`src/logic/ut_pkg.sv`:
```
// Package: register map, field positions, reset values and timing counts for the transmitter
`default_nettype none
package ut_pkg;
  // Register byte offsets
  localparam logic [11:0] ADDR_DATA = 12'h000;
  localparam logic [11:0] ADDR_STATUS = 12'h018;
  localparam logic [11:0] ADDR_INT_DIV = 12'h024;
  localparam logic [11:0] ADDR_FRAC_DIV = 12'h028;
  localparam logic [11:0] ADDR_LINE_CTRL = 12'h02C;
  localparam logic [11:0] ADDR_CTRL = 12'h030;
  // Control register fields
  localparam int CTRL_TX_EN = 0;
  localparam int CTRL_FLOW_EN = 1;
  localparam int CTRL_DMA_SYNC = 2;
  localparam int CTRL_TX_DMA = 3;
  localparam logic [3:0] CTRL_RST = 4'h5;
  // Line control fields: word length code (5 + code bits) and second stop bit
  localparam int LCR_WLEN_LSB = 0;
  localparam int LCR_TWO_STOP = 2;
  localparam logic [2:0] LCR_RST = 3'h3;
  // Status register fields
  localparam int ST_BUSY = 0;
  localparam int ST_EMPTY = 1;
  localparam int ST_FULL = 2;
  localparam int ST_RX_CLR = 3;
  localparam int ST_TC = 4;
  localparam int ST_LEVEL_LSB = 8;
  // Divisor widths and reset values
  localparam int INT_DIV_W = 16;
  localparam int FRAC_DIV_W = 6;
  localparam logic [15:0] INT_DIV_RST = 16'h0000;
  localparam logic [5:0] FRAC_DIV_RST = 6'h00;
  // Timing: baud pulses per bit, word length base, FIFO depth, reference divider
  localparam logic [3:0] OVERSAMPLE_LAST = 4'hF;
  localparam logic [2:0] WLEN_BASE_LAST = 3'h4;
  localparam int FIFO_DEPTH = 16;
  localparam int REF_CLK_MHZ = 100;
  localparam int PCLK_MHZ = 100;
  localparam int REF_DIV = PCLK_MHZ / REF_CLK_MHZ;
endpackage : ut_pkg
`default_nettype wire

```
`src/logic/ut_baud_gen.sv`:
```
// Fractional baud pulse generator built around a single 16-bit counter
`timescale 1ns/10ps
`default_nettype none
module ut_baud_gen #(
  parameter int IW = ut_pkg::INT_DIV_W,
  parameter int FW = ut_pkg::FRAC_DIV_W
) (
  input wire logic clk,
  input wire logic rst_n,
  input wire logic ref_tick,
  input wire logic [IW-1:0] int_div,
  input wire logic [FW-1:0] frac_div,
  output logic baud_tick
);
  logic [IW-1:0] cnt, next_cnt;
  logic [FW-1:0] acc, next_acc;
  logic hold, next_hold, next_tick;
  logic carry;

  // Down count of n, plus one held reference tick when the accumulator carried;
  // the carry happens exactly f times in 64 and no pulse is ever skipped
  always_comb begin
    next_cnt = cnt;
    next_acc = acc;
    next_hold = hold;
    next_tick = 1'b0;
    carry = 1'b0;
    if (ref_tick && int_div != '0) begin
      if (cnt > 16'h0001) begin
        next_cnt = cnt - 16'h0001;
      end else if (hold) begin
        next_hold = 1'b0;
      end else begin
        next_tick = 1'b1;
        next_cnt = int_div;
        {carry, next_acc} = {1'b0, acc} + {1'b0, frac_div};
        next_hold = carry;
      end
    end
  end

  // Only one counter; the hold flag only stretches its terminal count
  always_ff @(posedge clk or negedge rst_n) begin
    if (!rst_n) begin
      cnt <= 16'h0001;
      acc <= '0;
      hold <= 1'b0;
      baud_tick <= 1'b0;
    end else begin
      cnt <= next_cnt;
      acc <= next_acc;
      hold <= next_hold;
      baud_tick <= next_tick;
    end
  end
endmodule : ut_baud_gen
`default_nettype wire

```
`src/logic/ut_sync.sv`:
```
// Two-stage synchroniser for a group of independent single-bit levels
`timescale 1ns/10ps
`default_nettype none
module ut_sync #(
  parameter int W = 1,
  parameter logic [W-1:0] RST = '0
) (
  input wire logic clk,
  input wire logic rst_n,
  input wire logic [W-1:0] d,
  output logic [W-1:0] q
);
  logic [W-1:0] meta;

  // First stage feeds only the second stage to keep metastability contained
  always_ff @(posedge clk or negedge rst_n) begin
    if (!rst_n) begin
      meta <= RST;
      q <= RST;
    end else begin
      meta <= d;
      q <= meta;
    end
  end
endmodule : ut_sync
`default_nettype wire

```
`src/logic/ut_tx_top.sv`:
```
// Transmitter with APB registers, transmit FIFO, DMA clear crossing and fractional baud
//
// Local design decisions: the APB slave port and the placing of the registers.
`timescale 1ns/10ps
`default_nettype none
module ut_tx_top #(
  parameter int DEPTH = ut_pkg::FIFO_DEPTH,
  parameter int REF_DIV = ut_pkg::REF_DIV
) (
  input wire logic pclk,
  input wire logic presetn,
  input wire logic [11:0] paddr,
  input wire logic psel,
  input wire logic penable,
  input wire logic pwrite,
  input wire logic [31:0] pwdata,
  output logic [31:0] prdata,
  output logic pready,
  output logic pslverr,
  input wire logic clear_to_send_n,
  output logic txd,
  output logic tx_dma_req,
  input wire logic tx_dma_req_clear,
  input wire logic rx_dma_req_clear,
  input wire logic dma_terminal_count,
  output logic rx_dma_clear_synced
);
  localparam int AW = $clog2(DEPTH);
  localparam int LW = $clog2(DEPTH + 1);
  localparam int RW = (REF_DIV > 1) ? $clog2(REF_DIV) : 1;

  typedef enum logic [2:0] {UT_IDLE, UT_START, UT_DATA, UT_STOP, UT_DONE} ut_state_t;

  function automatic logic [AW-1:0] ptr_inc(input logic [AW-1:0] p);
    ptr_inc = (p == AW'(DEPTH - 1)) ? '0 : p + AW'(1);
  endfunction : ptr_inc

  // Register state
  logic [3:0] ctrl, next_ctrl;
  logic [2:0] lcr, next_lcr;
  logic [15:0] int_div, next_int_div;
  logic [5:0] frac_div, next_frac_div;
  logic [31:0] next_prdata;
  logic acc_phase, setup_phase, wr_en, mapped, data_wr;
  // FIFO state
  logic [7:0] mem [DEPTH];
  logic [AW-1:0] wr_ptr, next_wr_ptr, rd_ptr, next_rd_ptr;
  logic [LW-1:0] level, next_level;
  logic ack_tgl, next_ack_tgl, done_seen, next_done_seen;
  logic done_s, pop, fifo_empty, fifo_full;
  // Handshake inputs
  logic [2:0] dma_raw, dma_s, dma_eff;
  logic next_dma_req, tc_seen, next_tc_seen;
  // Transmit side
  ut_state_t state, next_state;
  logic [7:0] shreg, next_shreg;
  logic [3:0] smp, next_smp;
  logic [2:0] bit_idx, next_bit_idx;
  logic stop_cnt, next_stop_cnt, next_txd, done_tgl, next_done_tgl;
  logic [15:0] act_int, next_act_int;
  logic [5:0] act_frac, next_act_frac;
  logic [2:0] act_lcr, next_act_lcr;
  logic ack_s, cts_s, baud_tick, ref_tick, start_ok;
  logic [RW-1:0] ref_cnt, next_ref_cnt;

  // Zero-wait slave: every access completes in its first access cycle
  assign pready = 1'b1;
  assign setup_phase = psel && !penable;
  assign acc_phase = psel && penable;
  assign mapped = paddr == ut_pkg::ADDR_DATA || paddr == ut_pkg::ADDR_STATUS
    || paddr == ut_pkg::ADDR_INT_DIV || paddr == ut_pkg::ADDR_FRAC_DIV
    || paddr == ut_pkg::ADDR_LINE_CTRL || paddr == ut_pkg::ADDR_CTRL;
  assign pslverr = acc_phase && !mapped;
  assign wr_en = acc_phase && pwrite && mapped;
  assign data_wr = wr_en && paddr == ut_pkg::ADDR_DATA && !fifo_full;

  // Register writes land only on the access edge; read data is staged in setup
  always_comb begin
    next_ctrl = ctrl;
    next_lcr = lcr;
    next_int_div = int_div;
    next_frac_div = frac_div;
    next_prdata = prdata;
    if (wr_en) begin
      unique case (paddr)
        ut_pkg::ADDR_CTRL: next_ctrl = pwdata[3:0];
        ut_pkg::ADDR_LINE_CTRL: next_lcr = pwdata[2:0];
        ut_pkg::ADDR_INT_DIV: next_int_div = pwdata[15:0];
        ut_pkg::ADDR_FRAC_DIV: next_frac_div = pwdata[5:0];
        default: next_ctrl = ctrl;
      endcase
    end
    if (setup_phase) begin
      next_prdata = 32'h0000_0000;
      unique case (paddr)
        ut_pkg::ADDR_CTRL: next_prdata[3:0] = ctrl;
        ut_pkg::ADDR_LINE_CTRL: next_prdata[2:0] = lcr;
        ut_pkg::ADDR_INT_DIV: next_prdata[15:0] = int_div;
        ut_pkg::ADDR_FRAC_DIV: next_prdata[5:0] = frac_div;
        ut_pkg::ADDR_STATUS: begin
          next_prdata[ut_pkg::ST_BUSY] = state != UT_IDLE;
          next_prdata[ut_pkg::ST_EMPTY] = fifo_empty;
          next_prdata[ut_pkg::ST_FULL] = fifo_full;
          next_prdata[ut_pkg::ST_RX_CLR] = dma_eff[1];
          next_prdata[ut_pkg::ST_TC] = tc_seen;
          next_prdata[ut_pkg::ST_LEVEL_LSB +: LW] = level;
        end
        default: next_prdata = 32'h0000_0000;
      endcase
    end
  end

  always_ff @(posedge pclk or negedge presetn) begin
    if (!presetn) begin
      ctrl <= ut_pkg::CTRL_RST;
      lcr <= ut_pkg::LCR_RST;
      int_div <= ut_pkg::INT_DIV_RST;
      frac_div <= ut_pkg::FRAC_DIV_RST;
      prdata <= 32'h0000_0000;
    end else begin
      ctrl <= next_ctrl;
      lcr <= next_lcr;
      int_div <= next_int_div;
      frac_div <= next_frac_div;
      prdata <= next_prdata;
    end
  end

  // DMA clear, receive clear and terminal count from the DMA controller's clock
  assign dma_raw = {dma_terminal_count, rx_dma_req_clear, tx_dma_req_clear};
  ut_sync #(.W(3), .RST(3'h0)) u_dma_sync (
    .clk(pclk), .rst_n(presetn), .d(dma_raw), .q(dma_s));
  // Bypass exists for systems where the DMA controller shares this clock
  assign dma_eff = ctrl[ut_pkg::CTRL_DMA_SYNC] ? dma_s : dma_raw;
  assign rx_dma_clear_synced = dma_eff[1];

  // Request drops on a clear; terminal count holds it off until DMA is re-armed
  always_comb begin
    next_tc_seen = tc_seen;
    if (dma_eff[2]) begin
      next_tc_seen = 1'b1;
    end else if (!ctrl[ut_pkg::CTRL_TX_DMA]) begin
      next_tc_seen = 1'b0;
    end
    next_dma_req = ctrl[ut_pkg::CTRL_TX_DMA] && !fifo_full && !dma_eff[0] && !next_tc_seen;
  end

  always_ff @(posedge pclk or negedge presetn) begin
    if (!presetn) begin
      tc_seen <= 1'b0;
      tx_dma_req <= 1'b0;
    end else begin
      tc_seen <= next_tc_seen;
      tx_dma_req <= next_dma_req;
    end
  end

  // Character-done toggle is the only thing that pops the FIFO
  ut_sync #(.W(1), .RST(1'b0)) u_done_sync (
    .clk(pclk), .rst_n(presetn), .d(done_tgl), .q(done_s));
  assign pop = done_s != done_seen;
  assign fifo_empty = level == '0;
  assign fifo_full = level == LW'(DEPTH);

  always_comb begin
    next_wr_ptr = data_wr ? ptr_inc(wr_ptr) : wr_ptr;
    next_rd_ptr = pop ? ptr_inc(rd_ptr) : rd_ptr;
    next_level = level + LW'(data_wr) - LW'(pop);
    next_done_seen = done_s;
    next_ack_tgl = ack_tgl ^ pop;
  end

  // Storage needs no reset; only pointers and level define its content
  always_ff @(posedge pclk) begin
    if (data_wr) begin
      mem[wr_ptr] <= pwdata[7:0];
    end
  end

  always_ff @(posedge pclk or negedge presetn) begin
    if (!presetn) begin
      wr_ptr <= '0;
      rd_ptr <= '0;
      level <= '0;
      done_seen <= 1'b0;
      ack_tgl <= 1'b0;
    end else begin
      wr_ptr <= next_wr_ptr;
      rd_ptr <= next_rd_ptr;
      level <= next_level;
      done_seen <= next_done_seen;
      ack_tgl <= next_ack_tgl;
    end
  end

  // Reference tick divider stands in for the reference clock rate
  always_comb begin
    next_ref_cnt = (ref_cnt == RW'(REF_DIV - 1) || REF_DIV <= 1) ? '0 : ref_cnt + RW'(1);
  end
  assign ref_tick = ref_cnt == '0;

  always_ff @(posedge pclk or negedge presetn) begin
    if (!presetn) begin
      ref_cnt <= '0;
    end else begin
      ref_cnt <= next_ref_cnt;
    end
  end

  ut_baud_gen u_baud (
    .clk(pclk), .rst_n(presetn), .ref_tick(ref_tick), .int_div(act_int),
    .frac_div(act_frac), .baud_tick(baud_tick));
  ut_sync #(.W(1), .RST(1'b0)) u_ack_sync (
    .clk(pclk), .rst_n(presetn), .d(ack_tgl), .q(ack_s));
  ut_sync #(.W(1), .RST(1'b1)) u_cts_sync (
    .clk(pclk), .rst_n(presetn), .d(clear_to_send_n), .q(cts_s));

  // Flow control can only narrow the enable, never override a disable
  assign start_ok = ctrl[ut_pkg::CTRL_TX_EN] && !fifo_empty && ack_s == done_tgl
    && (!ctrl[ut_pkg::CTRL_FLOW_EN] || !cts_s);

  // Transmit controller: 16 baud pulses per bit, enable looked at only between characters
  always_comb begin
    next_state = state;
    next_shreg = shreg;
    next_smp = smp;
    next_bit_idx = bit_idx;
    next_stop_cnt = stop_cnt;
    next_txd = txd;
    next_done_tgl = done_tgl;
    next_act_int = act_int;
    next_act_frac = act_frac;
    next_act_lcr = act_lcr;
    unique case (state)
      UT_IDLE: begin
        next_txd = 1'b1;
        next_act_int = int_div;
        next_act_frac = frac_div;
        next_act_lcr = lcr;
        if (start_ok) begin
          next_state = UT_START;
          next_shreg = mem[rd_ptr];
          next_txd = 1'b0;
          next_smp = 4'h0;
        end
      end
      UT_START, UT_DATA, UT_STOP: begin
        if (baud_tick) begin
          next_smp = smp + 4'h1;
          if (smp == ut_pkg::OVERSAMPLE_LAST) begin
            if (state == UT_START) begin
              next_state = UT_DATA;
              next_bit_idx = 3'h0;
              next_txd = shreg[0];
            end else if (state == UT_DATA) begin
              if (bit_idx == ut_pkg::WLEN_BASE_LAST + act_lcr[ut_pkg::LCR_WLEN_LSB +: 2]) begin
                next_state = UT_STOP;
                next_stop_cnt = 1'b0;
                next_txd = 1'b1;
              end else begin
                next_bit_idx = bit_idx + 3'h1;
                next_shreg = {1'b0, shreg[7:1]};
                next_txd = shreg[1];
              end
            end else if (act_lcr[ut_pkg::LCR_TWO_STOP] && !stop_cnt) begin
              next_stop_cnt = 1'b1;
            end else begin
              next_state = UT_DONE;
              next_done_tgl = !done_tgl;
            end
          end
        end
      end
      UT_DONE: begin
        if (ack_s == done_tgl) begin
          next_state = UT_IDLE;
        end
      end
    endcase
  end

  always_ff @(posedge pclk or negedge presetn) begin
    if (!presetn) begin
      state <= UT_IDLE;
      shreg <= 8'h00;
      smp <= 4'h0;
      bit_idx <= 3'h0;
      stop_cnt <= 1'b0;
      txd <= 1'b1;
      done_tgl <= 1'b0;
      act_int <= ut_pkg::INT_DIV_RST;
      act_frac <= ut_pkg::FRAC_DIV_RST;
      act_lcr <= ut_pkg::LCR_RST;
    end else begin
      state <= next_state;
      shreg <= next_shreg;
      smp <= next_smp;
      bit_idx <= next_bit_idx;
      stop_cnt <= next_stop_cnt;
      txd <= next_txd;
      done_tgl <= next_done_tgl;
      act_int <= next_act_int;
      act_frac <= next_act_frac;
      act_lcr <= next_act_lcr;
    end
  end
endmodule : ut_tx_top
`default_nettype wire

```
`config.mk`:
```
export PLATFORM = sky130hd
export DESIGN_NAME = ut_tx_top
export DESIGN_NICKNAME = d
export VERILOG_FILES = /design/src/logic/ut_pkg.sv /design/src/logic/ut_baud_gen.sv /design/src/logic/ut_sync.sv /design/src/logic/ut_tx_top.sv
export SDC_FILE = /design/constraint.sdc
export NUM_CORES = 1
export LEC_CHECK = 0
export BUFFER_PORTS_ARGS = -buffer_cell sky130_fd_sc_hd__clkbuf_2
export CAP_MARGIN = 20
export CORE_MARGIN = 3
export CORE_UTILIZATION = 60
export DETAILED_ROUTE_END_ITERATION = 16
export GPL_TIMING_DRIVEN = 0
export PLACE_DENSITY = 0.8
export SYNTH_ARGS = -nofsm -noshare
export SYNTH_HDL_FRONTEND = slang
export SYNTH_SLANG_ARGS = --single-unit
```
`constraint.sdc`:
```
create_clock -name pclk -period 3.1 [get_ports pclk]
set_clock_uncertainty 0.1 [all_clocks]
set_input_delay 0 -clock pclk [delete_from_list [all_inputs] [get_ports pclk]]
set_output_delay 0 -clock pclk [all_outputs]
set_load 0.02 [all_outputs]
```
Word level (Yosys, flattened, before mapping):

Memory sizes are Yosys's and may differ from the RTL's.
Cells that the tools add are included.
Widths: inputs -> output; s select.

* RAM bits: 128
* logic and storage cells: 185
* flip-flop bits (word level): 144
* output and inout port bits: 37
* memories: 1
* input port bits: 53

* multiplexer cells: 52
* add/sub/neg operators: 9
* eq/ne operators: 29
* bitwise operators: 6
* reduce and logical (&&, ||, !) cells: 53
* order comparisons: 1

Memories
* mem: words 16, bits a word 8, read ports 1, clocked after Yosys merged registers in 0, wr ports 1, line ut_tx_top.sv:46 `logic [7:0] mem [DEPTH];`

Operators with widths (number)
* $eq 12x6->1 const B: 4
* $mux 8: 6
* $mux 3: 13
* $mux 16: 2
* $reduce_and 6->1: 3
* $mux 1: 17
* $gt 16x1->1 const B: 1
* $mux 4: 4
* $ne 2x2->1 const B: 8
* $pmux 8 s2: 1
* $reduce_bool 16->1: 1
* $sub 16x1->16 const B: 1
* $pmux 3 s5: 1
* $logic_and 1x1->1: 14
* $add 4x1->4 const B: 3
* $eq 12x5->1 const B: 1
* $eq 4x4->1 const B: 3
* $logic_not 12->1: 1
* $reduce_and 2->1: 6
* $logic_not 1->1: 10
* $pmux 5 s2: 1
* $pmux 3 s3: 1
* $ne 4x4->1 const B: 2
* $pmux 4 s2: 1
* other kinds (30): 45

Depth between registers and ports, before layout:

Gate-level depths: netlist (run 1).

* word-level depth: 11
* depth in mapped cells: 13
* gate-level depth less buffers: 12

Modules after synthesis:

Synthesis (run 1) repeated with hierarchy kept, for this count alone.

* cells, all modules: 910
* area total of the unflattened synthesis: 12263.0 µm²

By module, submodules not included
* ut_tx_top: area an instance 10216.0 µm², cells an instance 712, times used 1, sequential area each 6555.0 µm²
* ut_baud_gen: area an instance 1744.2 µm², cells an instance 186, times used 1, sequential area each 601.8 µm²
* ut_sync (u_dma_sync): area an instance 150.1 µm², cells an instance 6, times used 1, sequential area each 150.1 µm²
* ut_sync (u_ack_sync ...): area an instance 50.0 µm², cells an instance 2, times used 2, sequential area each 50.0 µm²
* ut_sync (u_cts_sync): area an instance 52.6 µm², cells an instance 2, times used 1, sequential area each 52.6 µm²

Worst setup path before layout (run 1):

Ideal clock, no wire load.

* path kind: reg2reg
* start point: register level[3]
* end point: register level[4]
* stages on the path, launching flop included: 14
* path slack: 0.719 ns
* path buffers: 1
* arrival time: 2.201 ns
* data required time: 2.920 ns
* cell sequence: dfrtp_1 -> inv_1 -> ha_1 -> nor4bb_1 -> and4b_1 -> buf_2 -> ha_1 -> inv_1 -> fa_1 -> inv_1 -> a21oi_1 -> nor2_1 -> nor2_1 -> xnor2_1

* longest elaborated chain between the ends: 5

RTL lines
* start, declared: line ut_tx_top.sv:48 `logic [LW-1:0] level, next_level;`
* start signal, assigned: line ut_tx_top.sv:190 `level <= next_level;`
* $eq 5x5->1: line ut_tx_top.sv:163 `assign fifo_full = level == LW'(DEPTH);`
* $logic_not 1->1: line ut_tx_top.sv:75 `assign data_wr = wr_en && paddr == ut_pkg::ADDR_DATA && !fifo_full;`
* $logic_and 1x1->1: line ut_tx_top.sv:75
* $add 5x1->5 (*): line ut_tx_top.sv:168 `next_level = level + LW'(data_wr) - LW'(pop);`
* $sub 5x1->5 (*): line ut_tx_top.sv:168
* net next_level[4]: line ut_tx_top.sv:48

Mark *: on every way through the listed nets, which the timed path passes. The rest lies on a longest branch.
A chain may end at the register's enable or synchronous reset.

Worst setup path after layout (run 1):

* start point: register level[3]
* end point: register shreg[0]

* longest elaborated chain between the ends: 7

RTL lines
* $logic_not 5->1: line ut_tx_top.sv:162 `assign fifo_empty = level == '0;`
* $logic_not 1->1: line ut_tx_top.sv:219 `assign start_ok = ctrl[ut_pkg::CTRL_TX_EN] && !fifo_empty && ack_s == done_tgl`
* $logic_and 1x1->1 (2 in a row): line ut_tx_top.sv:219
* $logic_and 1x1->1: line ut_tx_top.sv:220 `&& (!ctrl[ut_pkg::CTRL_FLOW_EN] || !cts_s);`
* $ne 2x2->1 (no line)
* $reduce_and 7->1 (no line)
* end signal, assigned: line ut_tx_top.sv:296 `shreg <= next_shreg;`
* end, declared: line ut_tx_top.sv:56 `logic [7:0] shreg, next_shreg;`

Every way passes these cells.

==> results.toml, run 1 <==
[status]
status = "complete, no violations"

[cts]
cts_tree = "done"
numClockSinks = 272
cts.path.max_buffers = 3
cts_buffers = 28
clock_latency_ns = 0.57
h-tree-depth = 1
postCtsSetupBuffers = 0
root_buffer = "clkbuf_16"
clk_pin_slew_ns = 0.06

[finish]
area_growth_pct = 17.56
layout-drive-gt1-share = 0.2229
n_fill_cell = 1229
regArea_um2 = 7460
multi_input_area_um2 = 4297
antenna-diode-count = 0
nNetsFinal = 1144

[synthesis]
synth_area_leader_cell = "edfxtp_1"
synth.mux.area_fraction = 0.1157
synth_edf_count = 128
synth_ff_type = "dfrtp_1"
synth_compound_area_frac = 0.08237
syn-instance-count = 927
synth_cell_types = 71
ys_ff_latch = 272
syn_area_um2 = 12150
synth_adder_area_share = 0.02492
synth_top_family_by_area = "multiplexers"
synthSimpleGateAreaFrac = 0.1125
yosysTopAreaCellShare = 0.3163
ys_seq_area_frac = 0.6139
async_flop_share = 0.5294
yosys-top-cells-area = "edfxtp_1 (32%), dfrtp_1 (28%), mux4_2 (5.7%)"
ys.warnings.count = 0
synth-xor-area-share = 0.01225
syn_area_per_cell_um2 = 13.11

[place]
io_buffers = 53
hpwlAfterDp_um = 17620
gp_congestion = 0.8730

[detailed_routing]
initialDrtViolationCount = 677
post-route-drc-count = 0
firstDrtPassIters = 5
wl_per_cell_um = 20.55
antenna_left = 0
num_vias = 8130
totalWireLength_um = 27840
viasPerCell = 6.000

[worst_setup_path]
critPathRequiredTime_ns = 3.42
criticalPathCategory = "register to register"
path_cells = "inv_1 -> ha_1 -> nor4b_1 -> nand4b_1 -> a21o_1 -> a2111o_1 -> clkbuf_1 -> mux2_2"
worstSetupPathDepth = 8
rr_worst_depth = 8
cp.arrival_ns = 3.28
critPathTopFamily = "simple AND/OR/NAND/NOR gates"
worstPathMaxFanout = 8
critPathCaptureType = "register"
start_kind = "register"
critical-path-slowest-cell = "nor4b_1"
critPathMaxStageDelay_ns = 0.58
worstPathBufferInverterCount = 2

[floorplanning]
rows = 51
boundaryPins = 90
coreArea_um2 = 19650
die_h_um = 148.3
die_w_um = 148.3
die_area_um2 = 22000
start_util = 0.6183

[pwr]
p_switching_w = 0.003423
ir_drop_uv = 517.7
p_seq_frac = 0.396
leakage_nw = 5.907
p_comb_frac = 0.278
p_int_w = 0.007492
powerDensity_nw_per_um2 = 764.1
power.share.clock = 0.325
totalPowerFinal_w = 0.01092
swShare = 0.3136

[sta]
hold_viol_final = 0
final-setup-viol-count = 0
fin_crit_ns = 2.959
rsz0062_at_grt = "no"
tightest_slew_ns = 0.9962
fin_crit_sh = 0.9546
fmax_mhz = 337.9
setup_tns_ns = 0
final_max_slew_viol_count = 0
max_slew_margin = 0.3336

[global_routing]
grt_max_degree = 111
antenna_found_initial = 0
first_global_vias = 8311
grt_overflow = 0
grt.total_usage = 0.2608
grt_pass1_wl_um = 44820

[hold_path]
hold_depth = 5
hp-class = "primary input to register"

[flow_run]
maxCapViolCount = 0
==> path summary, 6_finish.rpt <==
check                                          start                       to  slack, ns
min                                        paddr[11]    prdata[5]$_DFFE_PN0P_       0.02
max                               level[3]$_DFF_PN0_     shreg[0]$_DFFE_PN0P_       0.14
max reg2reg                       level[3]$_DFF_PN0_     shreg[0]$_DFFE_PN0P_       0.14
min in group asynchronous                    presetn  int_div[14]$_DFFE_PN0P_       0.47
min reg2reg                u_ack_sync.meta$_DFF_PN0_   u_ack_sync.q$_DFF_PN0_       0.25
max in group asynchronous                    presetn   act_int[7]$_DFFE_PN0P_       1.88
==> repair_timing <==
item,in CTS,in global routing
hold buffers,43,0
resized for setup,0,3
hold endpoints to repair,305,0
endpoints found under the setup margin,0,2
==> per-layer routing <==
layer,share of wire,up-vias,track usage,wire length [µm]
met5,0,-,0,0
met4,0.027,0,0.08314,760
li1,-,3653,-,-
met2,0.48,367,0.4140,13410
met3,0.073,62,0.04936,2045
met1,0.42,4048,0.3724,11630
==> worst min-delay path, stage by stage <==
cell,delay (ns)
clkbuf_2,0.08
or4_4,0.17
nor3b_4,0.07
a32oi_1,0.21
o21ai_0,0.10
==> power groups by stage <==
| stage | Sequential (W) | Clock, W | Combinational (W) |
|---|---|---|---|
| after floorplan | 0.00435 | 0 | 0.00217 |
| after global placement | 0.00437 | 0 | 0.00283 |
| after detailed placement | 0.00438 | 0 | 0.00293 |
| after CTS | 0.00432 | 0.00357 | 0.00299 |
| after global routing | 0.00436 | 0.00372 | 0.00336 |
| final | 0.00432 | 0.00355 | 0.00304 |
==> flip-flops by register name, summed over array words and instances (netlist names), 3 cells and up <==
name,flops
rd_ptr,4
smp,4
prdata,16
u_baud.acc,6
level,5
int_div,16
wr_ptr,4
act_int,16
act_lcr,3
u_dma_sync.meta,3
bit_idx,3
u_baud.cnt,16
frac_div,6
u_dma_sync.q,3
state,3
mem,128
act_frac,6
ctrl,4
shreg,8
lcr,3
==> synth_stat cells (all sizes together) (3+ instances only) <==
master,number
nand2b,6
nand2,108
o22ai,7
edfxtp,128
and3,4
nor3b,4
nor4,10
a21o,4
or4,3
a221oi,5
a22oi,12
a2bb2oi,7
nand4b,3
ha,21
mux4,31
mux2,56
buf,31
dfstp,10
xnor2,8
o21ai,57
inv,32
mux2i,4
nand3,23
a22o,3
a21oi,33
a32oi,3
dfrtp,134
a31oi,9
and2,20
nor3,8
nor2b,15
nand4,4
o211ai,3
or3,7
nor2,40
clkbuf,30
xor2,9
==> cell families after synthesis <==
logic type | count (synthesis)
AND/OR/NAND/NOR | 269
buffers and inverters | 93
XOR/XNOR | 17
other | 2
adder cells (fa/ha/maj) | 23
flip-flops | 272
AO/OA/AOI/OAI | 160
multiplexers | 91
==> per-stage QoR <==
step	utilization	hold slack, ns	setup slack (ns)	cell area (µm²)	cells
floorplan	-	-0.3956	0.7191	12210	942
global placement	0.6515	-0.01295	-0.5527	12800	1260
detailed placement	0.6534	-0.1639	0.2617	12840	1261
CTS	0.7270	0.08660	0.05418	14290	1356
finish	0.7268	0.02058	0.1409	14290	1355
global route	0.7268	0.01803	0.04023	14290	1355
==> cell usage in the layout, fill, tap and decap left out, types with 20 or more instances in the layout <==
master           n
a21oi_1         33
buf_4           20
clkbuf_1        35
clkbuf_16       29
clkbuf_2        53
dfrtp_1        134
dlygate4sd3_1   41
edfxtp_1       128
ha_1            21
inv_1           32
mux2_2          46
mux4_2          31
nand2_1        108
nand3_1         23
nor2_1          40
o21ai_0         57
==> cell type report <==
| cell class | instances | area share |
|---|---|---|
| Tap cell | 265 | 0.02321 |
| Clock buffer | 46 | 0.06254 |
| Inverter | 32 | 0.008408 |
| Sequential cell | 272 | 0.5222 |
| Multi-Input combinational cell | 577 | 0.3008 |
| Clock inverter | 6 | 0.007883 |
| Timing Repair Buffer | 96 | 0.05124 |
| Buffer | 61 | 0.02374 |
Power figures use the tool's default switching activity.
==> inputs of run 2 (changes only) <==
- CELL_PAD_IN_SITES_DETAIL_PLACEMENT: unset -> 0
- CELL_PAD_IN_SITES_GLOBAL_PLACEMENT: unset -> 2
- CORE_UTILIZATION: 60 -> 42
- PLACE_DENSITY: 0.8 -> unset
- PLACE_DENSITY_LB_ADDON: unset -> 0.1
==> results.toml, run 2 (synthesis gave the netlist of run 1 again) <==
[finish]
final_common_cell = "dfrtp_1"
multi_input_area_um2 = 4309
largest_reg_flops = 128
nNetsFinal = 1148
layout-drive-gt1-share = 0.2272
final_cell_area_um2 = 14440
most-common-layout-cells = "dfrtp_1 (134), edfxtp_1 (128), nand2_1 (108), o21ai_0 (57), clkbuf_2 (53)"
antenna-diode-count = 0
regArea_um2 = 7460
largest_register = "mem"
n_fill_cell = 2454
area_growth_pct = 18.81

[worst_setup_path]
criticalPathCategory = "register to register"
critPathMaxStageDelay_ns = 0.48
cp.arrival_ns = 3.20
start_kind = "register"
critPathRequiredTime_ns = 3.44
critPathCaptureType = "register"
path_cells = "xnor2_1 -> nand4b_1 -> a21o_1 -> a2111o_1 -> clkbuf_1 -> mux2_2"
rr_worst_depth = 6
worstPathMaxFanout = 8
critical-path-slowest-cell = "xnor2_1"

[sta]
rsz0062_at_grt = "no"
fin_crit_sh = 0.9218
final_max_slew_viol_count = 0
fin_crit_ns = 2.858
whs_ns = 0.09176
hold_viol_final = 0
max_slew_margin = 0.4049
tightest_slew_ns = 0.8845
final-setup-viol-count = 0
fmax_mhz = 349.9

[pwr]
ir_drop_uv = 518.8
p_comb_frac = 0.283
power.share.clock = 0.320
p_int_w = 0.007384
swShare = 0.3214
leakage_nw = 5.915
p_switching_w = 0.003497
powerDensity_nw_per_um2 = 753.7
p_seq_frac = 0.398

[hold_path]
hp-class = "primary input to register"
hold_depth = 5

[cts]
clk_pin_slew_ns = 0.06
root_buffer = "clkbuf_16"
cts_buffers = 30
numClockSinks = 272
cts_tree = "done"
h-tree-depth = 1
postCtsSetupBuffers = 0
cts.path.max_buffers = 3
clock_latency_ns = 0.56

[place]
placed_area_um2 = 12990
io_buffers = 53
gp_congestion = 0.7747
hpwlAfterDp_um = 19400

[detailed_routing]
post-route-drc-count = 0
viasPerCell = 5.230
num_vias = 7709
firstDrtPassIters = 4
wl_per_cell_um = 19.19
antenna_left = 0
initialDrtViolationCount = 534
totalWireLength_um = 28290

[global_routing]
grt_overflow = 0
grt.total_usage = 0.1860
grt_pass1_wl_um = 45440
first_global_vias = 7800
grt_max_degree = 106
antenna_found_initial = 0

[floorplanning]
die_h_um = 176.1
die_w_um = 176.1
die_area_um2 = 31010
boundaryPins = 90
coreArea_um2 = 28160
start_util = 0.4315
rows = 61

[status]
status = "complete, no violations"

[flow_run]
maxCapViolCount = 0
run 2: changes by cell type in the layout (fill, tap and decap cells not counted), moves of 2 or more:
| cell | before | now |
|---|---|---|
| clkbuf_8 | 11 | 4 |
| clkinv_2 | 1 | 10 |
| clkinv_1 | 0 | 3 |
| clkbuf_1 | 35 | 33 |
| clkinvlp_4 | 0 | 3 |
run 2: area by class of cell:
class	count	area share
flip-flops and latches	272	0.5167
multi-input cells	577	0.2985
clock buffers	37	0.05590
repair buffers	98	0.05234
well taps	378	0.03276
plain buffers	61	0.02349
clock inverters	19	0.01205
inverters	32	0.008320
run 2: timing repair:
item                                   CTS  global route
endpoints found under the hold margin  300             0
hold buffers                            43             0
setup endpoints to repair                0            10
resized for setup                        0             6
run 2: metal layers:
metal,part of all wire,global-route usage,up-vias
met2,0.43,0.2763,142
met3,0.035,0.02602,35
li1,-,-,3675
met4,0.017,0.03530,0
met1,0.51,0.2939,3857
met5,0,0,-
run 2: power groups by stage:
stage,registers (W),logic (W),clock network [W]
final,0.00433,0.00308,0.00348
after global routing,0.00436,0.00344,0.00371
after CTS,0.00432,0.00311,0.00356
after detailed placement,0.00439,0.00305,0
after global placement,0.00439,0.00301,0
after floorplan,0.00435,0.00217,0
run 2: worst paths after layout:
path / start / end / slack [ns]
max: done_tgl$_DFFE_PN0P_ / shreg[1]$_DFFE_PN0P_ / 0.24
min: paddr[4] / prdata[2]$_DFFE_PN0P_ / 0.09
max reg2reg: done_tgl$_DFFE_PN0P_ / shreg[1]$_DFFE_PN0P_ / 0.24
min reg2reg: u_ack_sync.meta$_DFF_PN0_ / u_ack_sync.q$_DFF_PN0_ / 0.25
max in group asynchronous: presetn / wr_ptr[1]$_DFFE_PN0N_ / 1.89
min in group asynchronous: presetn / txd$_DFFE_PN1P_ / 0.45
run 2: stage by stage:
step                      TNS, ns  setup WS [ns]  instances    util  power (W)
after global placement    -110.36        -0.8497       1373  0.4597   0.007395
after global routing            0        0.09530       1474  0.5126    0.01151
after floorplan                 0         0.7191        942       -   0.006510
final                           0         0.2424       1474  0.5126    0.01088
after CTS                       0        0.02013       1474  0.5118    0.01099
after detailed placement        0         0.1022       1375  0.4614   0.007436
run 2: critical path: cells and delay by family (launching register included):
kind / cells / cell delay, ns
AND/OR/NAND/NOR: 1 / 0.42
AO/OA/AOI/OAI: 2 / 0.74
flip-flops: 1 / 0.42
XOR/XNOR: 1 / 0.48
multiplexers: 1 / 0.33
buffers and inverters: 1 / 0.24
==> inputs of run 3 (changes only) <==
- CORE_MARGIN: 3 -> 5
==> results.toml, run 3 (synthesis gave the netlist of run 1 again) <==
[sta]
tightest_slew_ns = 0.8325
final_max_slew_viol_count = 0
fin_crit_sh = 0.9613
hold_viol_final = 0
rsz0062_at_grt = "yes"
whs_ns = 0.02581
max_slew_margin = 0.4399
fmax_mhz = 335.6
final-setup-viol-count = 0
fin_crit_ns = 2.980

[global_routing]
grt_overflow = 0
antenna_found_initial = 1
first_global_vias = 7909
grt_max_degree = 102
grt.total_usage = 0.1791
grt_pass1_wl_um = 46600

[pwr]
powerDensity_nw_per_um2 = 748.8
leakage_nw = 5.877
ir_drop_uv = 441.2

[floorplanning]
start_util = 0.4245
coreArea_um2 = 28630
die_h_um = 180.1
die_area_um2 = 32430
boundaryPins = 90
die_w_um = 180.1
rows = 62

[worst_setup_path]
worstPathMaxFanout = 3
criticalPathCategory = "primary input to register"
critPathCaptureType = "register"
path_cells = "dlygate4sd3_1 -> clkbuf_2 -> or4_4 -> dlygate4sd3_1 -> nor3_4 -> dlygate4sd3_1 -> a22oi_1 -> a21oi_1 -> dlygate4sd3_1"
critical-path-slowest-cell = "dlygate4sd3_1"
critPathMaxStageDelay_ns = 0.65
critPathRequiredTime_ns = 3.49
crit_path_frequent_cell = "dlygate4sd3_1"
cp.arrival_ns = 3.37
critPathTopFamily = "buffers and inverters"
worstPathBufferInverterCount = 5
start_kind = "primary input"

[cts]
cts.path.max_buffers = 3
root_buffer = "clkbuf_16"
h-tree-depth = 1
cts_tree = "done"
numClockSinks = 272
clk_pin_slew_ns = 0.06
clock_latency_ns = 0.57
cts_buffers = 31

[detailed_routing]
firstDrtPassIters = 5
post-route-drc-count = 0
antenna_left = 0
wl_per_cell_um = 19.55
num_vias = 7682
totalWireLength_um = 28850
initialDrtViolationCount = 516
viasPerCell = 5.205

[finish]
most-common-layout-cells = "dfrtp_1 (134), edfxtp_1 (128), nand2_1 (108), o21ai_0 (57), clkbuf_2 (52)"
layout-drive-gt1-share = 0.2216
antenna-diode-count = 0
largest_register = "mem"
final_common_cell = "dfrtp_1"
nNetsFinal = 1147
final_core_util = 0.5021
area_growth_pct = 18.29
largest_reg_flops = 128

[place]
io_buffers = 53
gp_congestion = 0.7929
hpwlAfterDp_um = 19710

[flow_run]
maxCapViolCount = 0

[status]
status = "complete, no violations"

[hold_path]
hp-class = "primary input to register"
-- run 3: cell count changes in the layout (fill, tap and decap cells not counted), moves of 2 or more --
cell and change:
clkinvlp_4 -3, clkinv_2 -4, clkinv_1 +2, bufinv_16 -2, clkbuf_1 +3, clkinv_4 +2
-- run 3: cell type report --
type | instances | area (µm²)
buffer | 61 | 337.8
multi-input combinational | 577 | 4309
tap | 384 | 480.5
inverter | 32 | 120.1
clock buffer | 40 | 839.6
clock inverter | 14 | 86.33
timing repair buffer | 96 | 740.7
sequential | 272 | 7460
fill | 2562 | 14250
-- run 3: layer usage --
layer  routed length (µm)  track usage  vias to the layer above
li1                     -            -                     3676
met1                14730       0.2843                     3838
met2                12540       0.2646                      145
met3                 1268      0.02806                       23
met4                  306      0.03116                        0
met5                    0            0                        -
-- run 3: final timing paths --
path	startpoint	endpoint	slack, ns	depth (start not counted)
min in group asynchronous	presetn	txd$_DFFE_PN1P_	0.41	3
hold / removal	tx_dma_req_clear	u_dma_sync.meta[0]$_DFF_PN0_	0.03	2
setup / recovery	paddr[8]	prdata[1]$_DFFE_PN0P_	0.12	9
setup reg to reg	done_tgl$_DFFE_PN0P_	shreg[5]$_DFFE_PN0P_	0.19	6
hold reg to reg	u_dma_sync.meta[0]$_DFF_PN0_	u_dma_sync.q[0]$_DFF_PN0_	0.24	0
max in group asynchronous	presetn	ctrl[2]$_DFFE_PN1P_	1.93	4
-- run 3: repair_timing --
item / 4_1_cts / 5_1_grt
setup endpoints to repair: 0 / 10
gates resized for setup: 0 / 3
setup buffers: 0 / 0
hold buffers: 41 / 0
hold endpoints to repair: 298 / 0
-- run 3: per-stage QoR --
step	power (W)	TNS, ns	area [µm²]	instances	worst slack, ns
finish	0.01076	0	14370	1476	0.1199
floorplan	0.006510	0	12210	942	0.7191
global placement	0.007424	-105.34	12950	1379	-0.8074
detailed placement	0.007460	0	13000	1381	0.1036
CTS	0.01088	0	14360	1476	0.07575
global route	0.01143	-0.01623	14370	1476	-0.01623
-- run 3: report_power, final --
part | internal [W] | switching (W) | leakage [nW] | total [W]
registers | 0.00407 | 0.000257 | 3.03 | 0.00433
logic | 0.00129 | 0.00180 | 2.39 | 0.00310
clock network | 0.00190 | 0.00144 | 0.460 | 0.00334
